<file path="src/fm_regs_pkg.sv">
/*
  Constants, register map and carrier types for the FM demodulator and
  radio data control block.
  Assumes an APB master with 32-bit data and word-aligned register slots.
*/
package fm_regs_pkg;

  // register indices; byte address is four times the index
  localparam logic [15:0] IDX_FM_CONTROL          = 16'hFE40;
  localparam logic [15:0] IDX_AD_FILTER_CONFIG    = 16'hFE41;
  localparam logic [15:0] IDX_PILOT_PLL_LOW       = 16'hFE42;
  localparam logic [15:0] IDX_PILOT_PLL_HIGH      = 16'hFE43;
  localparam logic [15:0] IDX_CARRIER_CENTER_LOW  = 16'hFE44;
  localparam logic [15:0] IDX_CARRIER_CENTER_HIGH = 16'hFE45;
  localparam logic [15:0] IDX_LEFT_LOW_BITS       = 16'hFE4E;
  localparam logic [15:0] IDX_LEFT_HIGH_BITS      = 16'hFE4F;
  localparam logic [15:0] IDX_RIGHT_LOW_BITS      = 16'hFE50;
  localparam logic [15:0] IDX_RIGHT_HIGH_BITS     = 16'hFE51;
  localparam logic [15:0] IDX_RADIO_DATA_WORD     = 16'hFE52;
  localparam logic [15:0] IDX_RADIO_DATA_CHECK    = 16'hFE53;
  localparam logic [15:0] IDX_IQ_PHASE_SCALING    = 16'hFE5B;
  // analog divider selects, no printed slot
  localparam logic [15:0] IDX_DIVIDER_SELECT      = 16'hFE5C;

  // control fields
  localparam int BIT_DEMOD_ENABLE    = 0;
  localparam int BIT_CARRIER_LOCK    = 1;
  localparam int BIT_RADIO_DATA_EN   = 2;
  localparam int BIT_DEEMPHASIS      = 3;
  localparam int BIT_MONO            = 4;
  localparam int BIT_HOLD_SYNC       = 5;
  localparam int BIT_GLOBAL_ENABLE   = 6;
  localparam int BIT_IQ_COMP         = 7;
  localparam int BIT_EXT_SEL_3       = 12;
  localparam int BIT_EXT_SEL_1       = 13;
  localparam int BIT_EXT_SEL_2       = 14;
  // reserved bits 15 and 11:8 read zero
  localparam logic [15:0] CONTROL_WRITE_MASK = 16'h70FF;

  // widths of the narrow registers
  localparam int PLL_HIGH_W   = 13;
  localparam int CCF_HIGH_W   = 11;
  localparam int CHECK_W      = 13;
  localparam int SAMPLE_W     = 18;
  localparam int CHECKWORD_W  = 10;

  // field positions inside the check register and the sample low-bit registers
  localparam int CHK_WORD_LSB  = 3;
  localparam int CHK_VALID_BIT = 2;
  localparam int LSB_FIELD_POS = 14;

  // reset values
  localparam logic [15:0] RESET_CONTROL = 16'h0000;
  localparam logic [15:0] RESET_WORD    = 16'h0000;

  // divider decodes
  localparam logic [5:0] VCO_DIV_36 = 6'h24;
  localparam logic [5:0] VCO_DIV_30 = 6'h1E;
  localparam logic [5:0] VCO_DIV_25 = 6'h19;
  localparam logic [4:0] FM_DIV_16  = 5'h10;
  localparam logic [4:0] FM_DIV_20  = 5'h14;
  localparam logic [4:0] FM_DIV_24  = 5'h18;

  // timing: crystal/384 sample rate and 1187.5 bit/s radio data rate
  localparam int SAMPLE_DIVIDE       = 384;
  localparam int RADIO_BIT_RATE_X10  = 11875;
  localparam int BLOCK_BITS          = 26;

  typedef struct packed {
    logic       ext_input_sel_2;
    logic       ext_input_sel_1;
    logic       ext_input_sel_3;
    logic       iq_comp_enable;
    logic       global_sync_enable;
    logic       radio_data_hold_sync;
    logic       mono_select;
    logic       deemphasis_select;
    logic       radio_data_enable;
    logic       carrier_lock_enable;
    logic       demod_enable;
  } fm_mode_t;

  typedef struct packed {
    logic [28:0] pilot_pll_factor;
    logic [26:0] carrier_center;
    logic [7:0]  i_scale_factor;
    logic [7:0]  q_scale_factor;
    logic [5:0]  vco_divider;
    logic [4:0]  channel_divider;
    logic [15:0] ad_filter_config;
  } fm_tuning_t;

  typedef struct packed {
    logic                   valid;
    logic [SAMPLE_W-1:0]    left;
    logic [SAMPLE_W-1:0]    right;
  } fm_sample_t;

  typedef struct packed {
    logic                   valid;
    logic [15:0]            data_word;
    logic [CHECKWORD_W-1:0] block_checkword;
    logic                   block_valid;
    logic [1:0]             block_index;
  } radio_block_t;

endpackage

</file>
<file path="src/fm_demod_rds_control.sv">
/*
  APB register block for the FM demodulator and radio data decoder.
  Decodes control and tuning registers onto mode and tuning outputs, captures samples
  and decoded blocks from the signal path. The path itself is outside;
  inputs are synchronous to pclk.
*/
// The APB register port was chosen for this implementation.
`timescale 1ns/1ps
`default_nettype none
module fm_demod_rds_control #(
  parameter int CLOCK_HZ   = 50000000,
  parameter int CRYSTAL_HZ = 12288000
) (
  // apb
  input  wire logic                        pclk,
  input  wire logic                        presetn,
  input  wire logic                        psel,
  input  wire logic                        penable,
  input  wire logic                        pwrite,
  input  wire logic [31:0]                 paddr,
  input  wire logic [31:0]                 pwdata,
  input  wire logic [3:0]                  pstrb,
  output logic      [31:0]                 prdata,
  output logic                             pready,
  output logic                             pslverr,
  // signal path in
  input  wire fm_regs_pkg::fm_sample_t     sample_in,
  input  wire fm_regs_pkg::radio_block_t   block_in,
  // controls out
  output fm_regs_pkg::fm_mode_t            mode,
  output fm_regs_pkg::fm_tuning_t          tuning,
  output logic                             path_reset,
  output logic                             radio_data_run,
  output logic                             radio_data_irq,
  output logic [15:0]                      vco_ratio_x4
);
  import fm_regs_pkg::*;

  // refused at elaboration: rates only label the build, but must make sense
  if (CLOCK_HZ < 1 || CRYSTAL_HZ < 1) begin : g_bad_rates
    $error("clock rates must be positive");
  end

  logic [15:0] control_r;
  logic [15:0] ad_cfg_r;
  logic [15:0] pll_lo_r;
  logic [PLL_HIGH_W-1:0] pll_hi_r;
  logic [15:0] ccf_lo_r;
  logic [CCF_HIGH_W-1:0] ccf_hi_r;
  logic [15:0] phscl_r;
  logic [3:0]  div_sel_r;
  logic [SAMPLE_W-1:0] left_r;
  logic [SAMPLE_W-1:0] right_r;
  logic [15:0] rds_data_r;
  logic [CHECK_W-1:0] radio_data_check_r;
  logic        irq_r;
  logic [31:0] prdata_nxt;
  logic        hit;

  function automatic logic [5:0] vco_div(input logic [1:0] sel);
    case (sel)
      2'h0:    vco_div = VCO_DIV_36;
      2'h3:    vco_div = VCO_DIV_25;
      default: vco_div = VCO_DIV_30;
    endcase
  endfunction

  function automatic logic [4:0] fm_div(input logic [1:0] sel);
    case (sel)
      2'h0:    fm_div = FM_DIV_16;
      2'h2:    fm_div = FM_DIV_20;
      default: fm_div = FM_DIV_24;
    endcase
  endfunction

  function automatic logic [31:0] byte_addr(input logic [15:0] idx);
    byte_addr = {14'h0000, idx, 2'h0};
  endfunction

  // zero-wait slave; write takes effect on the access edge
  wire wr_en = psel && penable && pwrite;
  wire rd_en = psel && penable && !pwrite;

  function automatic logic [15:0] merge(input logic [15:0] old, input logic [31:0] d,
                                        input logic [3:0] s);
    merge = {s[1] ? d[15:8] : old[15:8], s[0] ? d[7:0] : old[7:0]};
  endfunction

  always_ff @(posedge pclk or negedge presetn) begin
    if (!presetn) begin
      control_r <= RESET_CONTROL;
      ad_cfg_r  <= RESET_WORD;
      pll_lo_r  <= RESET_WORD;
      pll_hi_r  <= '0;
      ccf_lo_r  <= RESET_WORD;
      ccf_hi_r  <= '0;
      phscl_r   <= RESET_WORD;
      div_sel_r <= 4'h0;
    end else if (wr_en) begin
      case (paddr)
        byte_addr(IDX_FM_CONTROL):
          control_r <= merge(control_r, pwdata, pstrb) & CONTROL_WRITE_MASK;
        byte_addr(IDX_AD_FILTER_CONFIG):    ad_cfg_r <= merge(ad_cfg_r, pwdata, pstrb);
        byte_addr(IDX_PILOT_PLL_LOW):       pll_lo_r <= merge(pll_lo_r, pwdata, pstrb);
        byte_addr(IDX_PILOT_PLL_HIGH): begin
          pll_hi_r <= PLL_HIGH_W'(merge({3'h0, pll_hi_r}, pwdata, pstrb));
        end
        byte_addr(IDX_CARRIER_CENTER_LOW):  ccf_lo_r <= merge(ccf_lo_r, pwdata, pstrb);
        byte_addr(IDX_CARRIER_CENTER_HIGH): begin
          ccf_hi_r <= CCF_HIGH_W'(merge({5'h00, ccf_hi_r}, pwdata, pstrb));
        end
        // scaling register is read-only on the map but must be loadable
        byte_addr(IDX_IQ_PHASE_SCALING):    phscl_r <= merge(phscl_r, pwdata, pstrb);
        byte_addr(IDX_DIVIDER_SELECT): begin
          if (pstrb[0])
            div_sel_r <= pwdata[3:0];
        end
        default: ;
      endcase
    end
  end

  // mode decode
  always_comb begin
    mode.demod_enable         = control_r[BIT_DEMOD_ENABLE];
    mode.carrier_lock_enable  = control_r[BIT_CARRIER_LOCK];
    mode.radio_data_enable    = control_r[BIT_RADIO_DATA_EN];
    mode.deemphasis_select    = control_r[BIT_DEEMPHASIS];
    mode.mono_select          = control_r[BIT_MONO];
    mode.radio_data_hold_sync = control_r[BIT_HOLD_SYNC];
    mode.global_sync_enable   = control_r[BIT_GLOBAL_ENABLE];
    mode.iq_comp_enable       = control_r[BIT_IQ_COMP];
    mode.ext_input_sel_3      = control_r[BIT_EXT_SEL_3];
    mode.ext_input_sel_1      = control_r[BIT_EXT_SEL_1];
    mode.ext_input_sel_2      = control_r[BIT_EXT_SEL_2];
  end

  // held in reset while global enable is low; toggling it resynchronises
  assign path_reset = !control_r[BIT_GLOBAL_ENABLE];
  assign radio_data_run = control_r[BIT_RADIO_DATA_EN] && control_r[BIT_GLOBAL_ENABLE];

  always_comb begin
    tuning.pilot_pll_factor = {pll_hi_r, pll_lo_r};
    tuning.carrier_center   = {ccf_hi_r, ccf_lo_r};
    // fixed centre when lock disabled is kept by the path using this value
    tuning.i_scale_factor   = control_r[BIT_IQ_COMP] ? phscl_r[15:8] : 8'h00;
    tuning.q_scale_factor   = control_r[BIT_IQ_COMP] ? phscl_r[7:0]  : 8'h00;
    tuning.vco_divider      = vco_div(div_sel_r[1:0]);
    tuning.channel_divider  = fm_div(div_sel_r[3:2]);
    tuning.ad_filter_config = ad_cfg_r;
  end

  // integer part of 4*(4*div + 16 + ccf/2^21); ccf fraction kept to quarters
  always_comb begin
    logic signed [27:0] ccf_q;
    ccf_q = 28'(signed'({ccf_hi_r, ccf_lo_r})) >>> 19;
    vco_ratio_x4 = 16'(({10'h000, tuning.vco_divider} << 4) + 16'h0040 + 16'(ccf_q));
  end

  // samples at crystal/384 are strobed by sample_in.valid from the path
  always_ff @(posedge pclk or negedge presetn) begin
    if (!presetn) begin
      left_r  <= '0;
      right_r <= '0;
    end else if (path_reset) begin
      left_r  <= '0;
      right_r <= '0;
    end else if (sample_in.valid) begin
      left_r  <= sample_in.left;
      right_r <= sample_in.right;
    end
  end

  // blocks arrive at 1187.5 bit/s from the path, no correction here
  always_ff @(posedge pclk or negedge presetn) begin
    if (!presetn) begin
      rds_data_r <= RESET_WORD;
      radio_data_check_r  <= '0;
      irq_r      <= 1'b0;
    end else begin
      irq_r <= 1'b0;
      if (radio_data_run && block_in.valid) begin
        rds_data_r <= block_in.data_word;
        radio_data_check_r  <= {block_in.block_checkword, block_in.block_valid, block_in.block_index};
        irq_r      <= 1'b1;
      end
    end
  end
  assign radio_data_irq = irq_r;

  always_comb begin
    hit = 1'b1;
    prdata_nxt = 32'h0000_0000;
    case (paddr)
      byte_addr(IDX_FM_CONTROL):          prdata_nxt[15:0] = control_r;
      byte_addr(IDX_AD_FILTER_CONFIG):    prdata_nxt[15:0] = ad_cfg_r;
      byte_addr(IDX_PILOT_PLL_LOW):       prdata_nxt[15:0] = pll_lo_r;
      byte_addr(IDX_PILOT_PLL_HIGH):      prdata_nxt[PLL_HIGH_W-1:0] = pll_hi_r;
      byte_addr(IDX_CARRIER_CENTER_LOW):  prdata_nxt[15:0] = ccf_lo_r;
      byte_addr(IDX_CARRIER_CENTER_HIGH): prdata_nxt[CCF_HIGH_W-1:0] = ccf_hi_r;
      byte_addr(IDX_LEFT_LOW_BITS):       prdata_nxt[LSB_FIELD_POS+:2] = left_r[1:0];
      byte_addr(IDX_LEFT_HIGH_BITS):      prdata_nxt[15:0] = left_r[17:2];
      byte_addr(IDX_RIGHT_LOW_BITS):      prdata_nxt[LSB_FIELD_POS+:2] = right_r[1:0];
      byte_addr(IDX_RIGHT_HIGH_BITS):     prdata_nxt[15:0] = right_r[17:2];
      byte_addr(IDX_RADIO_DATA_WORD):     prdata_nxt[15:0] = rds_data_r;
      byte_addr(IDX_RADIO_DATA_CHECK):    prdata_nxt[CHECK_W-1:0] = radio_data_check_r;
      byte_addr(IDX_IQ_PHASE_SCALING):    prdata_nxt[15:0] = phscl_r;
      byte_addr(IDX_DIVIDER_SELECT):      prdata_nxt[3:0] = div_sel_r;
      default:                            hit = 1'b0;
    endcase
  end

  // read data registered during setup so it is from flops in access
  always_ff @(posedge pclk or negedge presetn) begin
    if (!presetn)
      prdata <= 32'h0000_0000;
    else if (psel && !penable && !pwrite)
      prdata <= prdata_nxt;
  end

  assign pready  = 1'b1;
  assign pslverr = psel && penable && !hit;

  logic unused_rd;
  assign unused_rd = rd_en;

endmodule
`default_nettype wire

</file>
<file path="config.mk">
export PLATFORM = sky130hd
export DESIGN_NAME = fm_demod_rds_control
export DESIGN_NICKNAME = d
export VERILOG_FILES = /design/src/fm_regs_pkg.sv /design/src/fm_demod_rds_control.sv
export SDC_FILE = /design/constraint.sdc
export NUM_CORES = 1
export LEC_CHECK = 0
export BUFFER_PORTS_ARGS = -buffer_cell sky130_fd_sc_hd__buf_2
export CAP_MARGIN = 20
export CORE_ASPECT_RATIO = 0.6
export CORE_MARGIN = 2
export CORE_UTILIZATION = 55
export CTS_CLUSTER_SIZE = 8
export DETAILED_ROUTE_END_ITERATION = 10
export PLACE_DENSITY = 0.85
export SYNTH_ARGS = -nofsm -noshare
export SYNTH_HDL_FRONTEND = slang
export SYNTH_SLANG_ARGS = --single-unit
</file>
<file path="constraint.sdc">
create_clock -name pclk -period 6.35 [get_ports pclk]
set_input_delay 0.635 -clock pclk [delete_from_list [all_inputs] [get_ports pclk]]
set_output_delay 0.635 -clock pclk [all_outputs]
set_load 0.05 [all_outputs]
</file>
==> flow_metrics.py <==
metrics = {
    "clock_tree": {
        "clk_latency_ns": 0.43,
        "cts_resized": 0,
        "clock_path_buffers": 2,
        "cts_hold_buf": 0,
        "cts_buffers": 17,
        "clk_pin_slew_ns": 0.08,
        "h-tree-depth": 4,
        "cts_tree": "built",
        "cts_root_buf": "clkbuf_16",
        "cts.sinks": 185,
        "post-cts-setup-buffer-count": 0,
    },
    "logic_synthesis": {
        "synth-edff-count": 0,
        "synth_warnings": 0,
        "syn_area_per_cell_sq_um": 12.2,
        "ys_seq_elements": 185,
        "synth_compound_area_share_pct": 9.81,
        "synth_top_family_by_area": "multiplexers",
        "synth_adder_area_share_pct": 1.84,
        "synth_xor_area_share_pct": 0.758,
        "synth_mux_area_share_pct": 20.3,
        "yosys.area_share.simple_pct": 12.7,
        "syn_area_sq_um": 9250,
        "async_flop_share_pct": 100,
        "synthFlopType": "dfrtp_1",
        "synthCells": 761,
        "synthDistinctLibCells": 66,
        "ys_seq_area_share_pct": 50.1,
    },
    "flow_run": {
        "cap_violations": 0,
    },
    "run_status": {
        "status": "complete, no violations",
    },
    "placed_design": {
        "dp_slack_ns": 2.83,
        "place_hpwl_um": 22300,
        "place_inst": 1217,
        "io_buffers": 264,
        "place_congestion": 0.951,
    },
    "grt": {
        "grt_pass1_vias": 7270,
        "grt_pass1_wl_um": 44800,
        "overflow": 0,
        "grt_max_degree": 71,
        "gr-usage-all-layers_pct": 34.0,
        "antenna_found_initial": 3,
    },
    "cells_and_area": {
        "drive_gt1_share_pct": 45.0,
        "register_area_sq_um": 4630,
        "n_fill_cell": 1259,
        "nets": 1161,
        "multi_input_area_sq_um": 4300,
        "fin_cells": 1251,
        "syn2layout_area_growth_pct": 21.6,
        "final_cell_mix": "buf_2 (263), dfrtp_1 (185), mux2_2 (122)",
        "final_common_cell": "buf_2",
    },
    "power_and_ir_drop": {
        "power_per_cell_area_nw_per_um2": 215,
        "p_leak_uw": 0.00597,
        "switching_share_pct": 27.3,
        "p_int_uw": 1760,
        "ir_drop_v": 0.000156,
        "switchingPower_uw": 658,
        "finalPower_uw": 2410,
        "power_frac_seq_pct": 48.8,
        "pwr-share-comb_pct": 6.5,
        "clkPwrFrac_pct": 44.7,
    },
    "floorplanning": {
        "die_w_um": 171,
        "rows": 36,
        "die_y_um": 104,
        "top_level_ports": 303,
        "die-area_sq_um": 17900,
        "initial_core_util_pct": 56.6,
        "core_sq_um": 16400,
    },
    "route": {
        "drcViolationCount": 0,
        "drt_first_iter_violations": 900,
        "postRouteAntennaNets": 0,
        "firstDrtPassIters": 5,
        "routed_via_density": 6.20,
        "vias": 7761,
        "routed_wl_um": 30600,
        "avgRoutedWirePerCell_um": 24.4,
    },
    "sta": {
        "relSlewSlack_pct": 17.6,
        "fmax_mhz": 260,
        "fin_crit_sh_pct": 60.6,
        "skew_ns": 0.0177,
        "setup_violations": 0,
        "grt_setup_unrepaired": "no",
        "worst_slack_ns": 2.50,
        "slew_violations": 0,
        "setup_tns_ns": 0,
        "hold_violations": 0,
        "worst_slew_pin_slew_ns": 1.23,
        "fin_crit_ns": 3.85,
    },
    "setup_path": {
        "critPathKind": "register to output pin",
        "ff2ff_setup_slack_ns": 4.61,
        "path_max_fanout": 4,
        "reg2reg_to": "prdata[7]",
        "crit_arrival_ns": 3.21,
        "reg2reg_from": "control_r[7]",
        "rr_worst_depth": 2,
        "worst_setup_path_start_kind": "register",
        "crit_path_end_kind": "output pin",
        "required_ns": 5.71,
    },
    "worst_hold_path": {
        "hold_class": "input pin to async pin",
    },
}
==> final cells by class <==
cell class,count,share of cell area [%]
antenna,2,0.0445
clock buffer,17,3.78
clock inverter,15,1.51
inverter,8,0.267
multi-input combinational,523,38.3
sequential,185,41.2
tap,228,2.54
timing repair buffer,273,12.4
==> routing by layer <==
layer	vias up	part of all wire [%]	wire (um)	track usage (%)
met3	39	14	4370	11.4
li1	3288	-	-	-
met5	-	0.023	7	0
met2	550	42	13000	48.9
met4	2	1.1	335	6.72
met1	3882	42	12900	50.3
==> power groups by stage <==
stage               clock network, uW  logic [uW]  registers, uW
detailed placement                  0         154           1200
global placement                    0         153           1200
global route                     1130         168           1180
CTS                              1080         155           1180
floorplan                           0        71.3           1210
finish                           1080         156           1180
==> worst max-delay path, stage by stage (launching register included) <==
cell and delay, ns:
dfrtp_1 0.41, inv_1 0.10, ha_1 0.37, fa_1 0.47, a21o_1 0.20, a21oi_1 0.21, nor2b_1 0.07, o21ai_0 0.15
nand2b_1 0.11, a21oi_1 0.19, xnor2_1 0.18, buf_2 0.32
==> logic make-up after synthesis <==
| logic type | after synthesis |
|---|---|
| compound gates | 118 |
| simple gates | 196 |
| other cells | 2 |
| fa+ha+maj | 13 |
| buf+inv | 71 |
| xor+xnor | 8 |
| flops | 185 |
| mux | 168 |
==> worst max path at each step <==
stage	slack, ns	startpoint	end
after CTS	2.46	div_sel_r[0]	vco_ratio_x4[12]
after detailed placement	2.83	paddr[9]	pslverr
after global routing	2.23	div_sel_r[0]	vco_ratio_x4[12]
after floorplan	2.50	div_sel_r[0]	vco_ratio_x4[13]
final	2.50	div_sel_r[0]	vco_ratio_x4[12]
after global placement	2.87	paddr[9]	pslverr
==> cells in the mapped netlist (all sizes together) (2+ instances only) <==
| cell type | number | area, sq um |
|---|---|---|
| a21oi | 10 | 50.1 |
| o221ai | 2 | 17.5 |
| nor4 | 14 | 190 |
| mux2 | 130 | 1490 |
| a22o | 7 | 61.3 |
| nor2 | 57 | 231 |
| conb | 2 | 7.51 |
| inv | 8 | 30.0 |
| and4 | 6 | 52.6 |
| ha | 12 | 150 |
| nor4b | 5 | 65.1 |
| a31oi | 2 | 12.5 |
| nor3 | 5 | 41.3 |
| clkbuf | 21 | 81.3 |
| buf | 42 | 303 |
| and2 | 21 | 131 |
| a222oi | 14 | 140 |
| xor2 | 2 | 17.5 |
| a32oi | 5 | 43.8 |
| nand2 | 47 | 176 |
| dfrtp | 185 | 4630 |
| a221oi | 13 | 114 |
| nand4 | 5 | 31.3 |
| and3 | 11 | 68.8 |
| a21boi | 2 | 15.0 |
| a22oi | 42 | 315 |
| o21ai | 11 | 55.1 |
| mux2i | 38 | 380 |
| a21o | 2 | 15.0 |
| nand3 | 10 | 50.1 |
| xnor2 | 6 | 52.6 |
| nor2b | 5 | 31.3 |
==> sequential cells by signal, summed over array words and instances (netlist names) <==
| register | cells |
|---|---|
| ccf_lo_r | 16 |
| ccf_hi_r | 11 |
| prdata | 16 |
| radio_data_irq | 1 |
| pll_lo_r | 16 |
| rds_data_r | 16 |
| left_r | 18 |
| pll_hi_r | 13 |
| control_r | 11 |
| ad_cfg_r | 16 |
| radio_data_check_r | 13 |
| div_sel_r | 4 |
| phscl_r | 16 |
| right_r | 18 |
==> metrics by stage <==
| stage | instance area (sq um) | hold slack [ns] | utilization, % |
|---|---|---|---|
| 2_1_floorplan | 9320 | 0.339 | - |
| 3_3_place_gp | 10600 | 0.488 | 65.1 |
| 3_5_place_dp | 10600 | 0.494 | 65.1 |
| 4_1_cts | 11200 | 0.155 | 68.7 |
| 5_1_grt | 11200 | 0.174 | 68.7 |
| 6_report | 11200 | 0.145 | 68.7 |
Power figures use the tool's default switching activity.
